<file path="config.mk">
export PLATFORM = sky130hd
export DESIGN_NAME = pecg_top
export DESIGN_NICKNAME = d
export VERILOG_FILES = /design/src/rtl/pecg_pkg.sv /design/src/rtl/pecg_gear.sv /design/src/rtl/pecg_top.sv
export VERILOG_INCLUDE_DIRS = /design/src /design/src/rtl
export SDC_FILE = /design/constraint.sdc
export NUM_CORES = 1
export LEC_CHECK = 0
export BUFFER_PORTS_ARGS = -buffer_cell sky130_fd_sc_hd__buf_2
export CAP_MARGIN = 10
export CORE_UTILIZATION = 45
export CTS_CLUSTER_SIZE = 16
export DETAILED_ROUTE_END_ITERATION = 10
export GPL_ROUTABILITY_DRIVEN = 1
export GPL_TIMING_DRIVEN = 0
export PLACE_DENSITY = 0.65
export SLEW_MARGIN = 20
export SYNTH_ARGS = -nofsm -noshare
export SYNTH_HDL_FRONTEND = slang
export SYNTH_SLANG_ARGS = --single-unit
</file>
<file path="constraint.sdc">
create_clock -name i_core_clk -period 7.6 [get_ports i_core_clk]
set_input_delay 0.76 -clock i_core_clk [delete_from_list [all_inputs] [get_ports i_core_clk]]
set_output_delay 0.76 -clock i_core_clk [all_outputs]
set_load 0.02 [all_outputs]
</file>
<file path="src/rtl/pecg_defs.svh">
`ifndef PECG_DEFS_SVH
`define PECG_DEFS_SVH

// ==========================================================
// Register offsets (word addresses on the plain port)
`define PECG_ADDR_W         4
`define PECG_REG_NUM        4'h0
`define PECG_REG_DEN        4'h1
`define PECG_REG_MODE       4'h2
`define PECG_REG_CTRL       4'h3
`define PECG_REG_STATUS     4'h4
`define PECG_REG_ERR        4'h5
`define PECG_REG_POS        4'h6

// ==========================================================
// Reset values
`define PECG_NUM_RST        16'h0001
`define PECG_DEN_RST        16'h0001
`define PECG_MODE_RST       2'h0
`define PECG_CTRL_RST       1'h0

// ==========================================================
// Field positions
`define PECG_CTRL_RESTART   0
`define PECG_ST_LOOP_EN     0
`define PECG_ST_BUSY        1
`define PECG_ST_CLR_IN      2

// ==========================================================
// Widths
`define PECG_CNT_W          32

`endif

</file>
<file path="src/rtl/pecg_pkg.sv">
package pecg_pkg;

  typedef enum logic [1:0]
  {
    PECG_MODE_SOFF     = 2'h0,
    PECG_MODE_NOCLR    = 2'h1,
    PECG_MODE_SOFF_OT  = 2'h2
  } pecg_mode_t;

  typedef struct packed
  {
    logic servo_on;
    logic overtravel;
    logic zero_clamp;
  } pecg_drive_t;

  typedef struct packed
  {
    logic pulse;
    logic dir_fwd;
  } pecg_ref_t;

endpackage

</file>
<file path="src/rtl/pecg_gear.sv">
`include "pecg_defs.svh"

module pecg_gear
  import pecg_pkg::*;
#(
  parameter int GW = 16
)
(
  // Clock and reset
  input  wire logic          i_core_clk,
  input  wire logic          i_rstn,
  // Control
  input  wire logic          i_load,
  input  wire logic [GW-1:0] i_num,
  input  wire logic [GW-1:0] i_den,
  input  wire logic          i_step,
  // Result
  output logic               o_emit,
  output logic               o_busy
);

  logic [GW-1:0] num;
  logic [GW-1:0] den;
  logic [GW:0]   rem;

  // Restart-only latching of the gear setting; a zero is raised to one
  always_ff @(posedge i_core_clk)
  begin
    if (!i_rstn)
    begin
      num <= `PECG_NUM_RST;
      den <= `PECG_DEN_RST;
    end
    else if (i_load)
    begin
      num <= (i_num == '0) ? `PECG_NUM_RST : i_num;
      den <= (i_den == '0) ? `PECG_DEN_RST : i_den;
    end
  end

  // Each input pulse adds num to the remainder; one output count is issued
  // per den subtracted. The remainder carries between pulses, so nothing
  // is lost for non-integer ratios. Ratios above one drain at one per cycle.
  logic [GW:0] acc;
  always_comb
  begin
    acc = rem + (i_step ? {1'b0, num} : '0);
  end

  always_ff @(posedge i_core_clk)
  begin
    if (!i_rstn || i_load)
      rem <= '0;
    else if (acc >= {1'b0, den})
      rem <= acc - {1'b0, den};
    else
      rem <= acc;
  end

  assign o_emit = (!i_load) && (acc >= {1'b0, den});
  assign o_busy = (rem >= {1'b0, den});

endmodule

</file>
<file path="src/rtl/pecg_top.sv">
// What this block does
// Clear input low forces error counter zero
// Clear input low suspends position loop
// Default mode clears on servo-off, not overtravel
// No-clear mode keeps pulses through both events
// Third mode clears on both, except zero clamp
// Scale every reference pulse by gear ratio (pulses while the clear input is low or in the restart cycle are dropped)
// Numerator 1..65535, default 1, on restart
// Denominator 1..65535, default 1, on restart
// Ratio is numerator over denominator, multiplies pulses
// Host keeps ratio between 0.01 and 100
// Host reduces oversized fractions by common factor
// Fractional remainder carried into later pulses
//
// Chosen here: the address-and-strobe port and the address map.
`include "pecg_defs.svh"

module pecg_top
  import pecg_pkg::*;
#(
  parameter int GW = 16,
  parameter int CW = `PECG_CNT_W
)
(
  // Clock and reset
  input  wire logic                    i_core_clk,
  input  wire logic                    i_rstn,
  // Register port
  input  wire logic [`PECG_ADDR_W-1:0] i_addr,
  input  wire logic [31:0]             i_wdata,
  input  wire logic                    i_wr,
  input  wire logic                    i_rd,
  output logic [31:0]                  o_rdata,
  // Host reference and clear
  input  wire pecg_ref_t               i_ref,
  input  wire logic                    i_error_counter_clear_n,
  // Drive state
  input  wire pecg_drive_t             i_drive,
  // Feedback from the motor side, one count per pulse
  input  wire pecg_ref_t               i_fb,
  // Position loop
  output logic [CW-1:0]                o_pos_err,
  output logic                         o_loop_en
);

  // ==========================================================
  // Registers
  logic [GW-1:0] gear_ratio_numerator;
  logic [GW-1:0] gear_ratio_denominator;
  pecg_mode_t    clear_mode_setting;
  logic          restart;
  logic [CW-1:0] err_cnt;
  logic [CW-1:0] ref_pos;
  logic          dir_now;
  logic          emit;
  logic          busy;
  logic          auto_clr;
  logic          clr_hold;
  logic          dir_q;

  function automatic logic [CW-1:0] step_cnt(input logic [CW-1:0] v, input logic up);
    step_cnt = up ? v + CW'(1) : v - CW'(1);
  endfunction

  always_ff @(posedge i_core_clk)
  begin
    if (!i_rstn)
    begin
      gear_ratio_numerator   <= `PECG_NUM_RST;
      gear_ratio_denominator <= `PECG_DEN_RST;
      clear_mode_setting     <= pecg_mode_t'(`PECG_MODE_RST);
    end
    else if (i_wr)
    begin
      if (i_addr == `PECG_REG_NUM)
        gear_ratio_numerator <= i_wdata[GW-1:0];
      else if (i_addr == `PECG_REG_DEN)
        gear_ratio_denominator <= i_wdata[GW-1:0];
      else if (i_addr == `PECG_REG_MODE)
        clear_mode_setting <= pecg_mode_t'(i_wdata[1:0]);
    end
  end

  // Restart strobe: gear values only reach the scaler here or at reset
  always_ff @(posedge i_core_clk)
  begin
    if (!i_rstn)
      restart <= 1'b1;
    else
      restart <= i_wr && (i_addr == `PECG_REG_CTRL) && i_wdata[`PECG_CTRL_RESTART];
  end

  // ==========================================================
  // Read port
  always_ff @(posedge i_core_clk)
  begin
    if (!i_rstn)
      o_rdata <= 32'h0;
    else if (i_rd)
    begin
      if (i_addr == `PECG_REG_NUM)
        o_rdata <= {16'h0, gear_ratio_numerator};
      else if (i_addr == `PECG_REG_DEN)
        o_rdata <= {16'h0, gear_ratio_denominator};
      else if (i_addr == `PECG_REG_MODE)
        o_rdata <= {30'h0, clear_mode_setting};
      else if (i_addr == `PECG_REG_STATUS)
        o_rdata <= {29'h0, !i_error_counter_clear_n, busy, o_loop_en};
      else if (i_addr == `PECG_REG_ERR)
        o_rdata <= err_cnt;
      else if (i_addr == `PECG_REG_POS)
        o_rdata <= ref_pos;
      else
        o_rdata <= 32'h0;
    end
    else
      o_rdata <= 32'h0;
  end

  // ==========================================================
  // Gear scaler
  pecg_gear #(.GW(GW)) u_gear
  (
    .i_core_clk (i_core_clk),
    .i_rstn     (i_rstn),
    .i_load     (restart),
    .i_num      (gear_ratio_numerator),
    .i_den      (gear_ratio_denominator),
    .i_step     (i_ref.pulse && i_error_counter_clear_n),
    .o_emit     (emit),
    .o_busy     (busy)
  );

  // Direction held while the scaler drains a pulse
  always_ff @(posedge i_core_clk)
  begin
    if (!i_rstn)
      dir_q <= 1'b1;
    else if (i_ref.pulse)
      dir_q <= i_ref.dir_fwd;
  end

  // The first count is emitted in the pulse cycle, before dir_q has caught up
  assign dir_now = i_ref.pulse ? i_ref.dir_fwd : dir_q;

  // ==========================================================
  // Automatic clear on drive events, held as a level while the event lasts
  always_comb
  begin
    case (clear_mode_setting)
      PECG_MODE_SOFF:
        auto_clr = !i_drive.servo_on;
      PECG_MODE_NOCLR:
        auto_clr = 1'b0;
      PECG_MODE_SOFF_OT:
        auto_clr = !i_drive.servo_on
                   || (i_drive.overtravel && !i_drive.zero_clamp);
      default:
        auto_clr = 1'b0;
    endcase
  end

  // A held clear keeps the counter pinned at zero for as long as it lasts
  assign clr_hold = !i_error_counter_clear_n || auto_clr;

  // ==========================================================
  // Error counter and reference position
  always_ff @(posedge i_core_clk)
  begin
    if (!i_rstn)
      err_cnt <= '0;
    else if (clr_hold)
      err_cnt <= '0;
    else
    begin
      case ({emit, i_fb.pulse})
        2'b10:
          err_cnt <= step_cnt(err_cnt, dir_now);
        2'b01:
          err_cnt <= step_cnt(err_cnt, !i_fb.dir_fwd);
        2'b11:
          err_cnt <= (dir_now == i_fb.dir_fwd) ? err_cnt
                     : step_cnt(step_cnt(err_cnt, dir_now), dir_now);
        default:
          err_cnt <= err_cnt;
      endcase
    end
  end

  always_ff @(posedge i_core_clk)
  begin
    if (!i_rstn)
      ref_pos <= '0;
    else if (emit)
      ref_pos <= step_cnt(ref_pos, dir_now);
  end

  // Loop output frozen at zero while the clear input is low
  always_ff @(posedge i_core_clk)
  begin
    if (!i_rstn)
    begin
      o_loop_en <= 1'b0;
      o_pos_err <= '0;
    end
    else
    begin
      o_loop_en <= i_error_counter_clear_n;
      o_pos_err <= i_error_counter_clear_n ? err_cnt : '0;
    end
  end

endmodule

</file>
== Yosys cells after proc, flatten, opt, wreduce, memory -nomap -nowiden ==
Cells that the tools add are included.
Storage, ports and cells
  output and inout port bits: 65
  register bits: 214
  word-level logic and storage cells: 84
  input bits: 48
Cells by class
  add/subtract/negate cells: 8
  order comparisons: 2
  multiplexer cells: 18
  eq/ne operators: 12
  reductions and logical operators: 26
  bitwise gates (word level): 4
Operators by type and width (count)
  $mux 32: 7
  $mux 16: 7
  $add 32x1->32 const B: 3
  $pmux 32 s3: 1
  $sub 32x1->32 const B: 3
  $ge 17x16->1: 2
  $logic_not 16->1: 2
  $add 17x17->17: 1
  $mux 17: 1
  $sub 17x16->17: 1
  $eq 4x3->1 const B: 3
  $eq 4x2->1 const B: 2
  $reduce_and 2->1: 4
  $eq 2x2->1 const B: 3
  $reduce_or 6->1: 1
  $logic_and 1x1->1: 5
  $logic_not 1->1: 5
  $eq 4x1->1 const B: 1
  $logic_not 4->1: 1
  $not 1->1: 4
  $reduce_and 4->1: 1
  $logic_or 1x1->1: 3
  $reduce_and 3->1: 1
  $reduce_bool 3->1: 1
  other kinds (7): 7

== Depth between registers and ports, before layout ==
Gate-level depths: netlist of run 1.
  depth in word-level cells: 8
  gate-level depth with buffers: 24

== Cells and area by module ==
A second synthesis of run 1 with hierarchy kept.
Unflattened totals
  cells, all modules: 2139
  area total of the unflattened synthesis: 16534.6 sq um
By module, submodules not included
  pecg_top: seq. area each 3303.2 sq um, times used 1, cells each 1676, area an instance 12524.5 sq um
  pecg_gear: seq. area each 980.9 sq um, times used 1, cells each 463, area an instance 4010.1 sq um

== Worst setup path after synthesis of run 1 ==
Ideal clock, no wire load.
  path type: input port to flip-flop
  start point: in i_ref[1] in the netlist's numbering
  end point: reg ref_pos[30]
  arrival: 5.881 ns
  data required time: 7.484 ns
  library setup time: 0.116 ns
  path slack: 1.603 ns
  cell stages on the path: 20
  buffers on the path: 6
  cell sequence: mux2_4 inv_2 buf_2 buf_2 buf_2 clkbuf_1 buf_1 buf_1 ha_1 a211oi_1 o21ai_0 and3_1 o21ai_0 o31ai_1 a21o_1 a21oi_1 o21ai_0 a31oi_1 mux2i_1 a31o_2
On the way
  longest elaborated chain between the ends: 5
  elaborated cells on any way between the ends: 7
  those cells by class: add/sub (1); order compare (1); mux (3); reduce/logical (2)
RTL lines
  from (decl): line pecg_top.sv:35  | input wire pecg_ref_t i_ref,
  $logic_and 1x1->1: line pecg_top.sv:129  | .i_step (i_ref.pulse && i_error_counter_clear_n),
  $mux 16: line pecg_gear.sv:47  | acc = rem + (i_step ? {1'b0, num} : '0);
  $add 17x17->17: line pecg_gear.sv:47
  $ge 17x16->1: line pecg_gear.sv:60  | assign o_emit = (!i_load) && (acc >= {1'b0, den});
  $logic_and 1x1->1: line pecg_gear.sv:60
  to (signal assigned): line pecg_top.sv:195  | ref_pos <= step_cnt(ref_pos, dir_now);
  to (decl): line pecg_top.sv:53  | logic [CW-1:0] ref_pos;
Several ways; a longest one is shown, not always the timed one.
A chain may end at the register's enable or synchronous reset.

== Worst setup path in the final report of run 1 ==
Ends and elaborated chain as after synthesis.

==> results by group, run 1 <==
Synth
  • Number of enable-type register cells in the synthesized netlist: 0
  • Cell count after synthesis: 2115
  • Register bit total from synthesis: ~210
  • Post-synthesis cell type count: 97
  • Share of synthesized area occupied by flip-flops and latches: a little over a quarter
  • Cell accounting for the most synthesized area: sky130_fd_sc_hd__dfxtp_1
  • Ys async rst share: 0%
  • Post-synthesis cell area: between 0.015 and 0.02 mm^2
  • Number of warnings printed during yosys synthesis: 0
  • Leading register cell type out of synthesis: sky130_fd_sc_hd__dfxtp_1
  • Syn Nets: 2247
  • Average cell area after synthesis: 7.57 um^2
  • Area fraction of the dominant cell type after synthesis: 26.7%
  • Area contributors post-synth: sky130_fd_sc_hd__dfxtp_1 (27%), sky130_fd_sc_hd__ha_1 (6.3%), sky130_fd_sc_hd__a21oi_1 (6.0%)

Clocking
  • Level count of the clock H-tree: 1
  • Number of CTS-inserted buffers: 26
  • Clock net sink count: 214
  • CTS tree: done
  • Buffer cell driving the clock tree root: sky130_fd_sc_hd__clkbuf_16
  • Deepest clock path buffer count: 3
  • Number of buffers inserted to repair setup after CTS: 0
  • Clock latency on the worst-skew pair: 0.57 ns
  • Register clock-pin slew on the reported worst setup and hold paths: 0.06 ns

Timing
  • Setup repair after global routing missed its margin: no
  • Number of pins exceeding their max-slew limit in the final report: 0
  • Slew at the pin with the worst max-slew slack: around 1.1 ns
  • Final worst path period need: between 7 and 8 ns
  • Final-report hold violation count: 0
  • Clock skew after layout: 0.0187 ns
  • Setup violation total in the final timing report: 1
  • Headroom to the max-slew limit: 26.1%
  • Final Cycle Share: 100%
  • Final worst slack: -0.00751 ns
  • Fmax achieved: 131 MHz

Die
  • Io pins: 113
  • Die Width: 191 um
  • Core area: 0.0348 mm^2
  • DIE AREA: between 0.03 and 0.04 mm^2
  • Number of standard-cell rows in the floorplan: 68
  • Die span in y: 191 um
  • Initial cell density of the core: 46.0%

Critical path
  • Worst reg2reg setup slack: about 0.10 ns
  • Endpoint of the worst setup timing path: ref_pos[30]$_SDFFE_PN0P_
  • Maximum fanout along the worst path: 33
  • Endpoint class of the critical path: flip-flop
  • CP Data Arrival Time: 8.06 ns
  • R2r startpoint: dir_q$_SDFF_PN1_
  • Worst setup startpoint: i_ref[1]
  • Path type of the worst setup path: input port to flip-flop
  • Required time reported for the critical path endpoint: 8.06 ns
  • Startpoint class of the critical path: input port
  • Worst-case reg-to-reg path depth: 21
  • Capture instance of the worst register-to-register path: ref_pos[30]$_SDFFE_PN0P_

Pwr
  • Ratio of total power to cell area: 334 mW/mm^2
  • Int Pwr: 3.16 mW
  • Max VDD drop: around 0.19 mV
  • Portion of total power attributed to combinational logic: 55.8%
  • Clock share of power: 21.7%
  • Sw Pwr: 2.84 mW
  • Leakage power figure: 7.26 nW
  • Switching part of the total: 47.4%
  • Seq pwr share: ~23%
  • Total design power: roughly 6 mW

Global routing
  • Antenna violations before repair: 2
  • Via count of the first global-routing pass: 16500
  • First-pass GRT wire length: 100 mm
  • Maximum number of pins on one net before global-route repair: 34
  • Total congestion overflow: 0
  • GRT Overall Usage: between 30% and 40%

Placement
  • Routability congestion estimate: between 1 and 1.5
  • Placement Setup Slack: -0.168 ns
  • Count of port buffers added during placement: 93
  • Total placed cells including tap cells: 2664
  • Placed wire-length estimate after detailed placement: between 40 and 50 mm

Layout
  • Area taken by multi-input logic gates: 0.0110 mm^2
  • Filler cell count: 3423
  • Ratio of cells with drive above 1 in the final layout: around a tenth
  • # nets final: about 2400
  • Layout Area Growth over Synthesis: 12.3%
  • Register area: about 0.0043 mm^2
  • Cell Count, Final, Fillers Out: ~2700

Outcome
  • Violations in the final reports: negative setup slack
  • Result of the run: finished with violations

Route
  • DRC: 0
  • First-iteration detailed-routing DRC count: 2127
  • First-pass detailed-route iteration total: 6
  • Wire length after detailed routing: 66.2 mm
  • Via count: 17600
  • Remaining antenna violation count after routing: 0
  • Routed len/inst: around 24 um
  • Via density per instance: around 6.5

Hold path
  • Hold Path Class: input port to flip-flop

Flow run
  • Max Cap Violations: 0
-- cells in the mapped netlist (9+ instances only) --
cell	instances
sky130_fd_sc_hd__and4_1	10
sky130_fd_sc_hd__a31oi_1	35
sky130_fd_sc_hd__a21oi_1	193
sky130_fd_sc_hd__a211oi_1	28
sky130_fd_sc_hd__nor2_1	203
sky130_fd_sc_hd__dfxtp_1	214
sky130_fd_sc_hd__nor4_1	25
sky130_fd_sc_hd__and2_1	16
sky130_fd_sc_hd__nand3_1	48
sky130_fd_sc_hd__o21ai_0	97
sky130_fd_sc_hd__o211ai_1	9
sky130_fd_sc_hd__nor2b_1	13
sky130_fd_sc_hd__inv_1	54
sky130_fd_sc_hd__xnor2_1	101
sky130_fd_sc_hd__o31ai_1	12
sky130_fd_sc_hd__ha_1	81
sky130_fd_sc_hd__or3_1	14
sky130_fd_sc_hd__buf_2	20
sky130_fd_sc_hd__clkbuf_1	110
sky130_fd_sc_hd__mux2i_1	52
sky130_fd_sc_hd__o22ai_1	15
sky130_fd_sc_hd__o21bai_1	14
sky130_fd_sc_hd__o21a_1	19
sky130_fd_sc_hd__a21o_1	34
sky130_fd_sc_hd__o21ai_1	12
sky130_fd_sc_hd__nand2b_1	22
sky130_fd_sc_hd__nand4_1	29
sky130_fd_sc_hd__buf_1	17
sky130_fd_sc_hd__nand2_1	221
sky130_fd_sc_hd__xor2_1	46
sky130_fd_sc_hd__nor3_1	57
sky130_fd_sc_hd__a22oi_1	53
sky130_fd_sc_hd__a41oi_1	9
sky130_fd_sc_hd__and3_1	67
-- metrics by stage --
stage           TNS, ns  utilization, %  instance area, um^2  hold slack (ns)
2_1_floorplan         0               -                16000            0.436
3_3_place_gp     -25.05            49.0                17100            0.459
3_5_place_dp     -0.796            49.1                17100            0.467
4_1_cts               0            51.6                18000            0.435
5_1_grt               0            51.7                18000            0.457
6_report       -0.00751            51.7                18000            0.453
-- state kept, by name, indices dropped and copies added, names as in the netlist --
register / cells
err_cnt: 32
o_pos_err: 32
o_rdata: 32
ref_pos: 32
u_gear.rem: 17
gear_ratio_denominator: 16
gear_ratio_numerator: 16
u_gear.den: 16
u_gear.num: 16
clear_mode_setting: 2
dir_q: 1
o_loop_en: 1
restart: 1
-- power groups by stage --
stage	clock [mW]	sequential, mW	combinational, mW
6_report	1.30	1.35	3.35
5_1_grt	1.37	1.36	3.60
2_1_floorplan	0	1.34	2.36
3_5_place_dp	0	1.37	3.21
4_1_cts	1.32	1.35	3.23
3_3_place_gp	0	1.37	3.18
-- logic make-up (layout without fill, tap and decap cells) --
logic type                 Yosys count  after routing  synth area share [%]
xor gates and xnor gates           147            147                  8.04
other                                0              1                     0
buffers and inverters              205            347                  5.01
muxes                               57             57                  3.62
AOI/OAI and AO/OA                  627            627                  25.5
adders and majority gates           84             84                  6.70
DFF                                214            214                  26.7
and+or+nand+nor                    781            781                  24.4
-- layer usage --
layer | routed length, um | part of all wire (%) | global-route usage, % | up-vias
met2 | 27600 | 42 | 54.0 | 1102
met1 | 27700 | 42 | 48.7 | 8318
met5 | 8 | 0.012 | 0 | -
met3 | 8000 | 12 | 8.98 | 213
li1 | - | - | - | 7985
met4 | 2920 | 4.4 | 16.1 | 2
-- cell usage in the layout (no fill, tap or decap), drive strengths merged, types with 11 or more instances in the layout --
cell and n:
a211oi 30, a21o 34, a21oi 194, a22oi 54, a31oi 35, and2 18
and3 67, and4 11, buf 133, clkbuf 142, clkinv 11, dfxtp 214
ha 81, inv 57, mux2i 52, nand2 221, nand2b 22, nand3 49
nand4 30, nor2 205, nor2b 13, nor3 63, nor4 31, o21a 19
o21ai 110, o21bai 14, o22ai 15, o31ai 12, or3 15, xnor2 101
xor2 46
-- repair_timing --
action,CTS,global route
resized for setup,0,7
hold endpoints to repair,0,0
setup endpoints to repair,0,8
hold buffers,0,0
-- area by class of cell --
cell class,count,area share [%]
sequential,214,23.8
clock buffer,32,4.02
tap,455,3.17
multi-input combinational,1696,60.9
inverter,56,1.17
buffer,149,3.31
clock inverter,16,0.898
timing repair buffer,94,2.70
antenna,1,0.0139
-- worst max-delay path, stage by stage --
cell and delay [ns]:
sky130_fd_sc_hd__buf_2 0.15, sky130_fd_sc_hd__mux2_4 0.38, sky130_fd_sc_hd__inv_2 0.21, sky130_fd_sc_hd__buf_2 0.35, sky130_fd_sc_hd__buf_2 0.35, sky130_fd_sc_hd__buf_2 0.32
sky130_fd_sc_hd__clkbuf_1 0.81, sky130_fd_sc_hd__buf_1 0.79, sky130_fd_sc_hd__buf_2 0.56, sky130_fd_sc_hd__buf_12 0.26, sky130_fd_sc_hd__ha_1 0.32, sky130_fd_sc_hd__a211oi_1 0.34
sky130_fd_sc_hd__o21ai_0 0.22, sky130_fd_sc_hd__and3_1 0.22, sky130_fd_sc_hd__o21ai_0 0.46, sky130_fd_sc_hd__o31ai_1 0.19, sky130_fd_sc_hd__a21o_1 0.21, sky130_fd_sc_hd__a21oi_1 0.26
sky130_fd_sc_hd__o21ai_0 0.20, sky130_fd_sc_hd__a31oi_1 0.28, sky130_fd_sc_hd__mux2i_1 0.11, sky130_fd_sc_hd__a31o_2 0.21
-- worst min path at each step --
| stage | slack, ns | start | depth (start not counted) | to |
|---|---|---|---|---|
| 6_report | 0.45 | i_wdata[5] | 3 | gear_ratio_denominator[5]$_SDFFE_PN0P_ |
| 5_1_grt | 0.46 | i_wdata[5] | 3 | gear_ratio_denominator[5]$_SDFFE_PN0P_ |
| 4_1_cts | 0.44 | i_wdata[5] | 3 | gear_ratio_denominator[5]$_SDFFE_PN0P_ |
| 3_5_place_dp | 0.47 | ref_pos[23]$_SDFFE_PN0P_ | 2 | ref_pos[23]$_SDFFE_PN0P_ |
| 3_3_place_gp | 0.46 | ref_pos[31]$_SDFFE_PN0P_ | 2 | ref_pos[31]$_SDFFE_PN0P_ |
| 2_1_floorplan | 0.44 | u_gear.num[0]$_SDFFE_PN1P_ | 2 | u_gear.num[0]$_SDFFE_PN1P_ |
Power figures use the tool's default switching activity.
==> run 2: changes to the inputs <==
--- a/config.mk
+++ b/config.mk
@@ -7,14 +7,16 @@
 export NUM_CORES = 1
 export LEC_CHECK = 0
 export BUFFER_PORTS_ARGS = -buffer_cell sky130_fd_sc_hd__buf_2
-export CAP_MARGIN = 10
+export CAP_MARGIN = 15
 export CORE_UTILIZATION = 45
 export CTS_CLUSTER_SIZE = 16
 export DETAILED_ROUTE_END_ITERATION = 10
 export GPL_ROUTABILITY_DRIVEN = 1
 export GPL_TIMING_DRIVEN = 0
 export PLACE_DENSITY = 0.65
+export REMOVE_ABC_BUFFERS = 1
 export SLEW_MARGIN = 20
 export SYNTH_ARGS = -nofsm -noshare
 export SYNTH_HDL_FRONTEND = slang
+export SYNTH_HIERARCHICAL = 1
 export SYNTH_SLANG_ARGS = --single-unit
==> run 2 against run 1 <==
Against the previous run:
- the flow now finishes without violations
- synthesized area rose by 3.2%
- routed wire length decreased by 17%
- die area rose by 3.2%
- critical endpoint is now err_cnt[28]$_SDFFE_PP0P_
- highest routed layer is now met4
==> results by group, run 2 <==
Die
  • Initial cell density of the core: 46.1% (+0.12 points)
  • Core area: 0.0358 mm^2 (+3.0%)
  • Io pins: 113 (unchanged)
  • Die Width: 194 um (+1.6%)
  • Number of standard-cell rows in the floorplan: 69 (+1.5%)
  • DIE AREA: 0.0375 mm^2 (+3.2%)
  • Die span in y: 194 um (+1.6%)

Route
  • Via count: 16300 (-7.3%)
  • Remaining antenna violation count after routing: 0 (unchanged)
  • Via density per instance: 6.26 (-3.6%)
  • First-iteration detailed-routing DRC count: 1509 (-29%)
  • Wire length after detailed routing: 55.1 mm (-17%)
  • DRC: 0 (unchanged)
  • Routed len/inst: 21.1 um (-13%)
  • First-pass detailed-route iteration total: 5 (-1)

Placement
  • Routability congestion estimate: 0.966 (-7.0%)
  • Count of port buffers added during placement: 96 (+3.2%)
  • Placed wire-length estimate after detailed placement: 39.3 mm (-20%)

Timing
  • Number of pins exceeding their max-slew limit in the final report: 0 (unchanged)
  • Final Cycle Share: 93.0% (-7.1 points)
  • Fmax achieved: 141 MHz (+7.6%)
  • Setup violation total in the final timing report: 0 (-1)
  • Slew at the pin with the worst max-slew slack: 1.04 ns (-0.0695 ns)
  • Headroom to the max-slew limit: 30.7% (+4.6 points)
  • Final-report hold violation count: 0 (unchanged)
  • Fin Setup TNS: 0 ns (+0.00751 ns)
  • Worst-case hold slack: 0.465 ns (+0.0121 ns)
  • Clock skew after layout: 0.0238 ns (+0.00505 ns)
  • Final worst path period need: 7.07 ns (-0.538 ns)
  • Setup repair after global routing missed its margin: no

Synth
  • Cell accounting for the most synthesized area: sky130_fd_sc_hd__dfxtp_1
  • Average cell area after synthesis: 7.73 um^2 (+2.1%)
  • Leading register cell type out of synthesis: sky130_fd_sc_hd__dfxtp_1
  • Share of synthesized area occupied by flip-flops and latches: 25.9% (-0.83 points)
  • Ys async rst share: 0% (unchanged)
  • Post-synthesis cell area: 0.0165 mm^2 (+3.2%)
  • Cell count after synthesis: 2139 (+1.1%)
  • Number of warnings printed during yosys synthesis: 6 (+6)
  • Area contributors post-synth: sky130_fd_sc_hd__dfxtp_1 (26%), sky130_fd_sc_hd__ha_1 (6.1%), sky130_fd_sc_hd__xnor2_1 (5.9%)
  • Area fraction of the dominant cell type after synthesis: 25.9% (-0.83 points)
  • Number of enable-type register cells in the synthesized netlist: 0 (unchanged)
  • Dominant cell by count in the synthesized netlist: sky130_fd_sc_hd__dfxtp_1
  • Register bit total from synthesis: 214 (unchanged)
  • Post-synth top cells: sky130_fd_sc_hd__dfxtp_1 (214), sky130_fd_sc_hd__nand2_1 (198), sky130_fd_sc_hd__a21oi_1 (168), sky130_fd_sc_hd__nor2_1 (168), sky130_fd_sc_hd__clkbuf_1 (115)
  • Post-synthesis cell type count: 104 (+7.2%)

Clocking
  • Deepest clock path buffer count: 3 (unchanged)
  • Clock net sink count: 214 (unchanged)
  • Register clock-pin slew on the reported worst setup and hold paths: 0.06 ns (about the same)
  • Buffer cell driving the clock tree root: sky130_fd_sc_hd__clkbuf_16
  • Level count of the clock H-tree: 1 (unchanged)
  • Hold buffer count at CTS: 0 (unchanged)
  • Clock latency on the worst-skew pair: 0.58 ns (about the same)
  • CTS tree: done
  • Number of CTS-inserted buffers: 25 (-3.8%)

Global routing
  • Antenna violations before repair: 2 (unchanged)
  • Via count of the first global-routing pass: 15500 (-6.3%)
  • First-pass GRT wire length: 86.4 mm (-14%)
  • Total congestion overflow: 0 (unchanged)
  • Maximum number of pins on one net before global-route repair: 94 (+180%)
  • GRT Overall Usage: 28.6% (-7.5 points)

Critical path
  • Required time reported for the critical path endpoint: 8.11 ns (+0.05 ns)
  • Maximum fanout along the worst path: 30 (-9.1%)
  • Buffering stage count on the worst path with inverters included: 3 (-6)
  • CP Data Arrival Time: 7.58 ns (-0.48 ns)
  • Startpoint class of the critical path: input port
  • Critical path's largest stage delay: 0.49 ns (-0.32 ns)
  • Cell type of the slowest stage on the worst timing path: sky130_fd_sc_hd__or4_4
  • Path type of the worst setup path: input port to flip-flop
  • Critical path's top delay family: simple AND/OR/NAND/NOR gates
  • Endpoint class of the critical path: flip-flop

Layout
  • Ratio of cells with drive above 1 in the final layout: 10.3% (+0.81 points)
  • Commonest cells after routing, fill and taps aside: sky130_fd_sc_hd__dfxtp_1 (212), sky130_fd_sc_hd__nand2_1 (197), sky130_fd_sc_hd__a21oi_1 (166)
  • # nets final: 2262 (-4.5%)
  • Commonest non-fill, non-tap cell in the layout: sky130_fd_sc_hd__dfxtp_1
  • Layout Area Growth over Synthesis: 10.3%

Flow run
  • Max Cap Violations: 0 (unchanged)

Pwr
  • Max VDD drop: 0.330 mV (+76%)
  • Leakage power figure: 7.27 nW (+0.10%)
  • Ratio of total power to cell area: 369 mW/mm^2 (+10%)
  • Total design power: 6.73 mW (+12%)

Hold path
  • Hold Path Class: input port to flip-flop

Outcome
  • Result of the run: finished clean
run 2: final timing paths:
path | start | to | slack, ns | depth (start not counted)
setup / recovery | i_error_counter_clear_n | err_cnt[28]$_SDFFE_PP0P_ | 0.53 | 26
hold / removal | i_wdata[10] | gear_ratio_numerator[10]$_SDFFE_PN0P_ | 0.46 | 3
setup reg to reg | u_gear/num[0]$_SDFFE_PN1P_ | err_cnt[28]$_SDFFE_PP0P_ | 1.22 | 24
hold reg to reg | u_gear/num[0]$_SDFFE_PN1P_ | u_gear/num[0]$_SDFFE_PN1P_ | 0.48 | 2
run 2: worst register-to-register path: stages, from the launching register on:
cell and delay [ns]:
sky130_fd_sc_hd__dfxtp_1 0.30, sky130_fd_sc_hd__and2_1 0.15, sky130_fd_sc_hd__ha_1 0.23, sky130_fd_sc_hd__fa_1 0.45, sky130_fd_sc_hd__a211oi_1 0.37, sky130_fd_sc_hd__o21ai_0 0.20
sky130_fd_sc_hd__a31oi_1 0.23, sky130_fd_sc_hd__xnor2_1 0.18, sky130_fd_sc_hd__ha_1 0.33, sky130_fd_sc_hd__nand2_1 0.10, sky130_fd_sc_hd__o21ai_2 0.08, sky130_fd_sc_hd__or4_4 0.49
sky130_fd_sc_hd__o21a_4 0.23, sky130_fd_sc_hd__o21a_1 0.36, sky130_fd_sc_hd__nor2_1 0.34, sky130_fd_sc_hd__nor2_4 0.06, sky130_fd_sc_hd__buf_12 0.17, sky130_fd_sc_hd__buf_16 0.19
sky130_fd_sc_hd__nand2b_1 0.48, sky130_fd_sc_hd__nand2_4 0.49, sky130_fd_sc_hd__o21ai_0 0.18, sky130_fd_sc_hd__or2_2 0.35, sky130_fd_sc_hd__nor3b_1 0.20, sky130_fd_sc_hd__mux2i_1 0.10
sky130_fd_sc_hd__nand2_1 0.06
run 2: routing by layer:
metal / global-route usage (%) / routed length (um)
met2: 44.7 / 24000
met3: 5.50 / 4390
met1: 38.1 / 24400
met5: 0 / 0
met4: 12.9 / 2350
run 2: cell families (layout without fill, tap and decap cells):
logic type | Yosys count | count (layout) | synth area share [%]
fa+ha+maj | 85 | 85 | 6.55
simple gates | 760 | 760 | 23.4
xor+xnor | 162 | 162 | 8.58
buf+inv | 200 | 207 | 4.87
other cells | 0 | 2 | 0
mux | 75 | 75 | 4.73
flops | 214 | 214 | 25.9
compound gates | 643 | 643 | 26.0
run 2: through the flow:
| stage | setup WS (ns) | cells | instance area [um^2] | utilization [%] |
|---|---|---|---|---|
| after floorplan | -1.68 | 1994 | 15900 | - |
| after global placement | -7.40 | 2551 | 17000 | 47.4 |
| after detailed placement | -0.448 | 2564 | 17300 | 48.3 |
| after CTS | 0.108 | 2607 | 18200 | 50.8 |
| after global routing | 0.0945 | 2609 | 18200 | 50.9 |
| final | 0.531 | 2609 | 18200 | 50.9 |
run 2: layout make-up:
cell class / instances / area (um^2)
Timing Repair Buffer: 109 / 717
Tap cell: 461 / 577
Fill cell: 3444 / 17600
Inverter: 55 / 211
Multi-Input combinational cell: 1725 / 11500
Clock buffer: 31 / 668
Clock inverter: 12 / 253
Antenna cell: 2 / 5.00
Sequential cell: 214 / 4290
run 2: timing repair:
action,in CTS,in global routing
endpoints found under the setup margin,0,6
hold endpoints to repair,0,0
resized for setup,0,2
buffers inserted,0,0
run 2: power breakdown:
group          internal (mW)  switching, mW
clock network          0.861          0.526
logic                   1.48           2.34
registers               1.26          0.259
total                   3.60           3.12
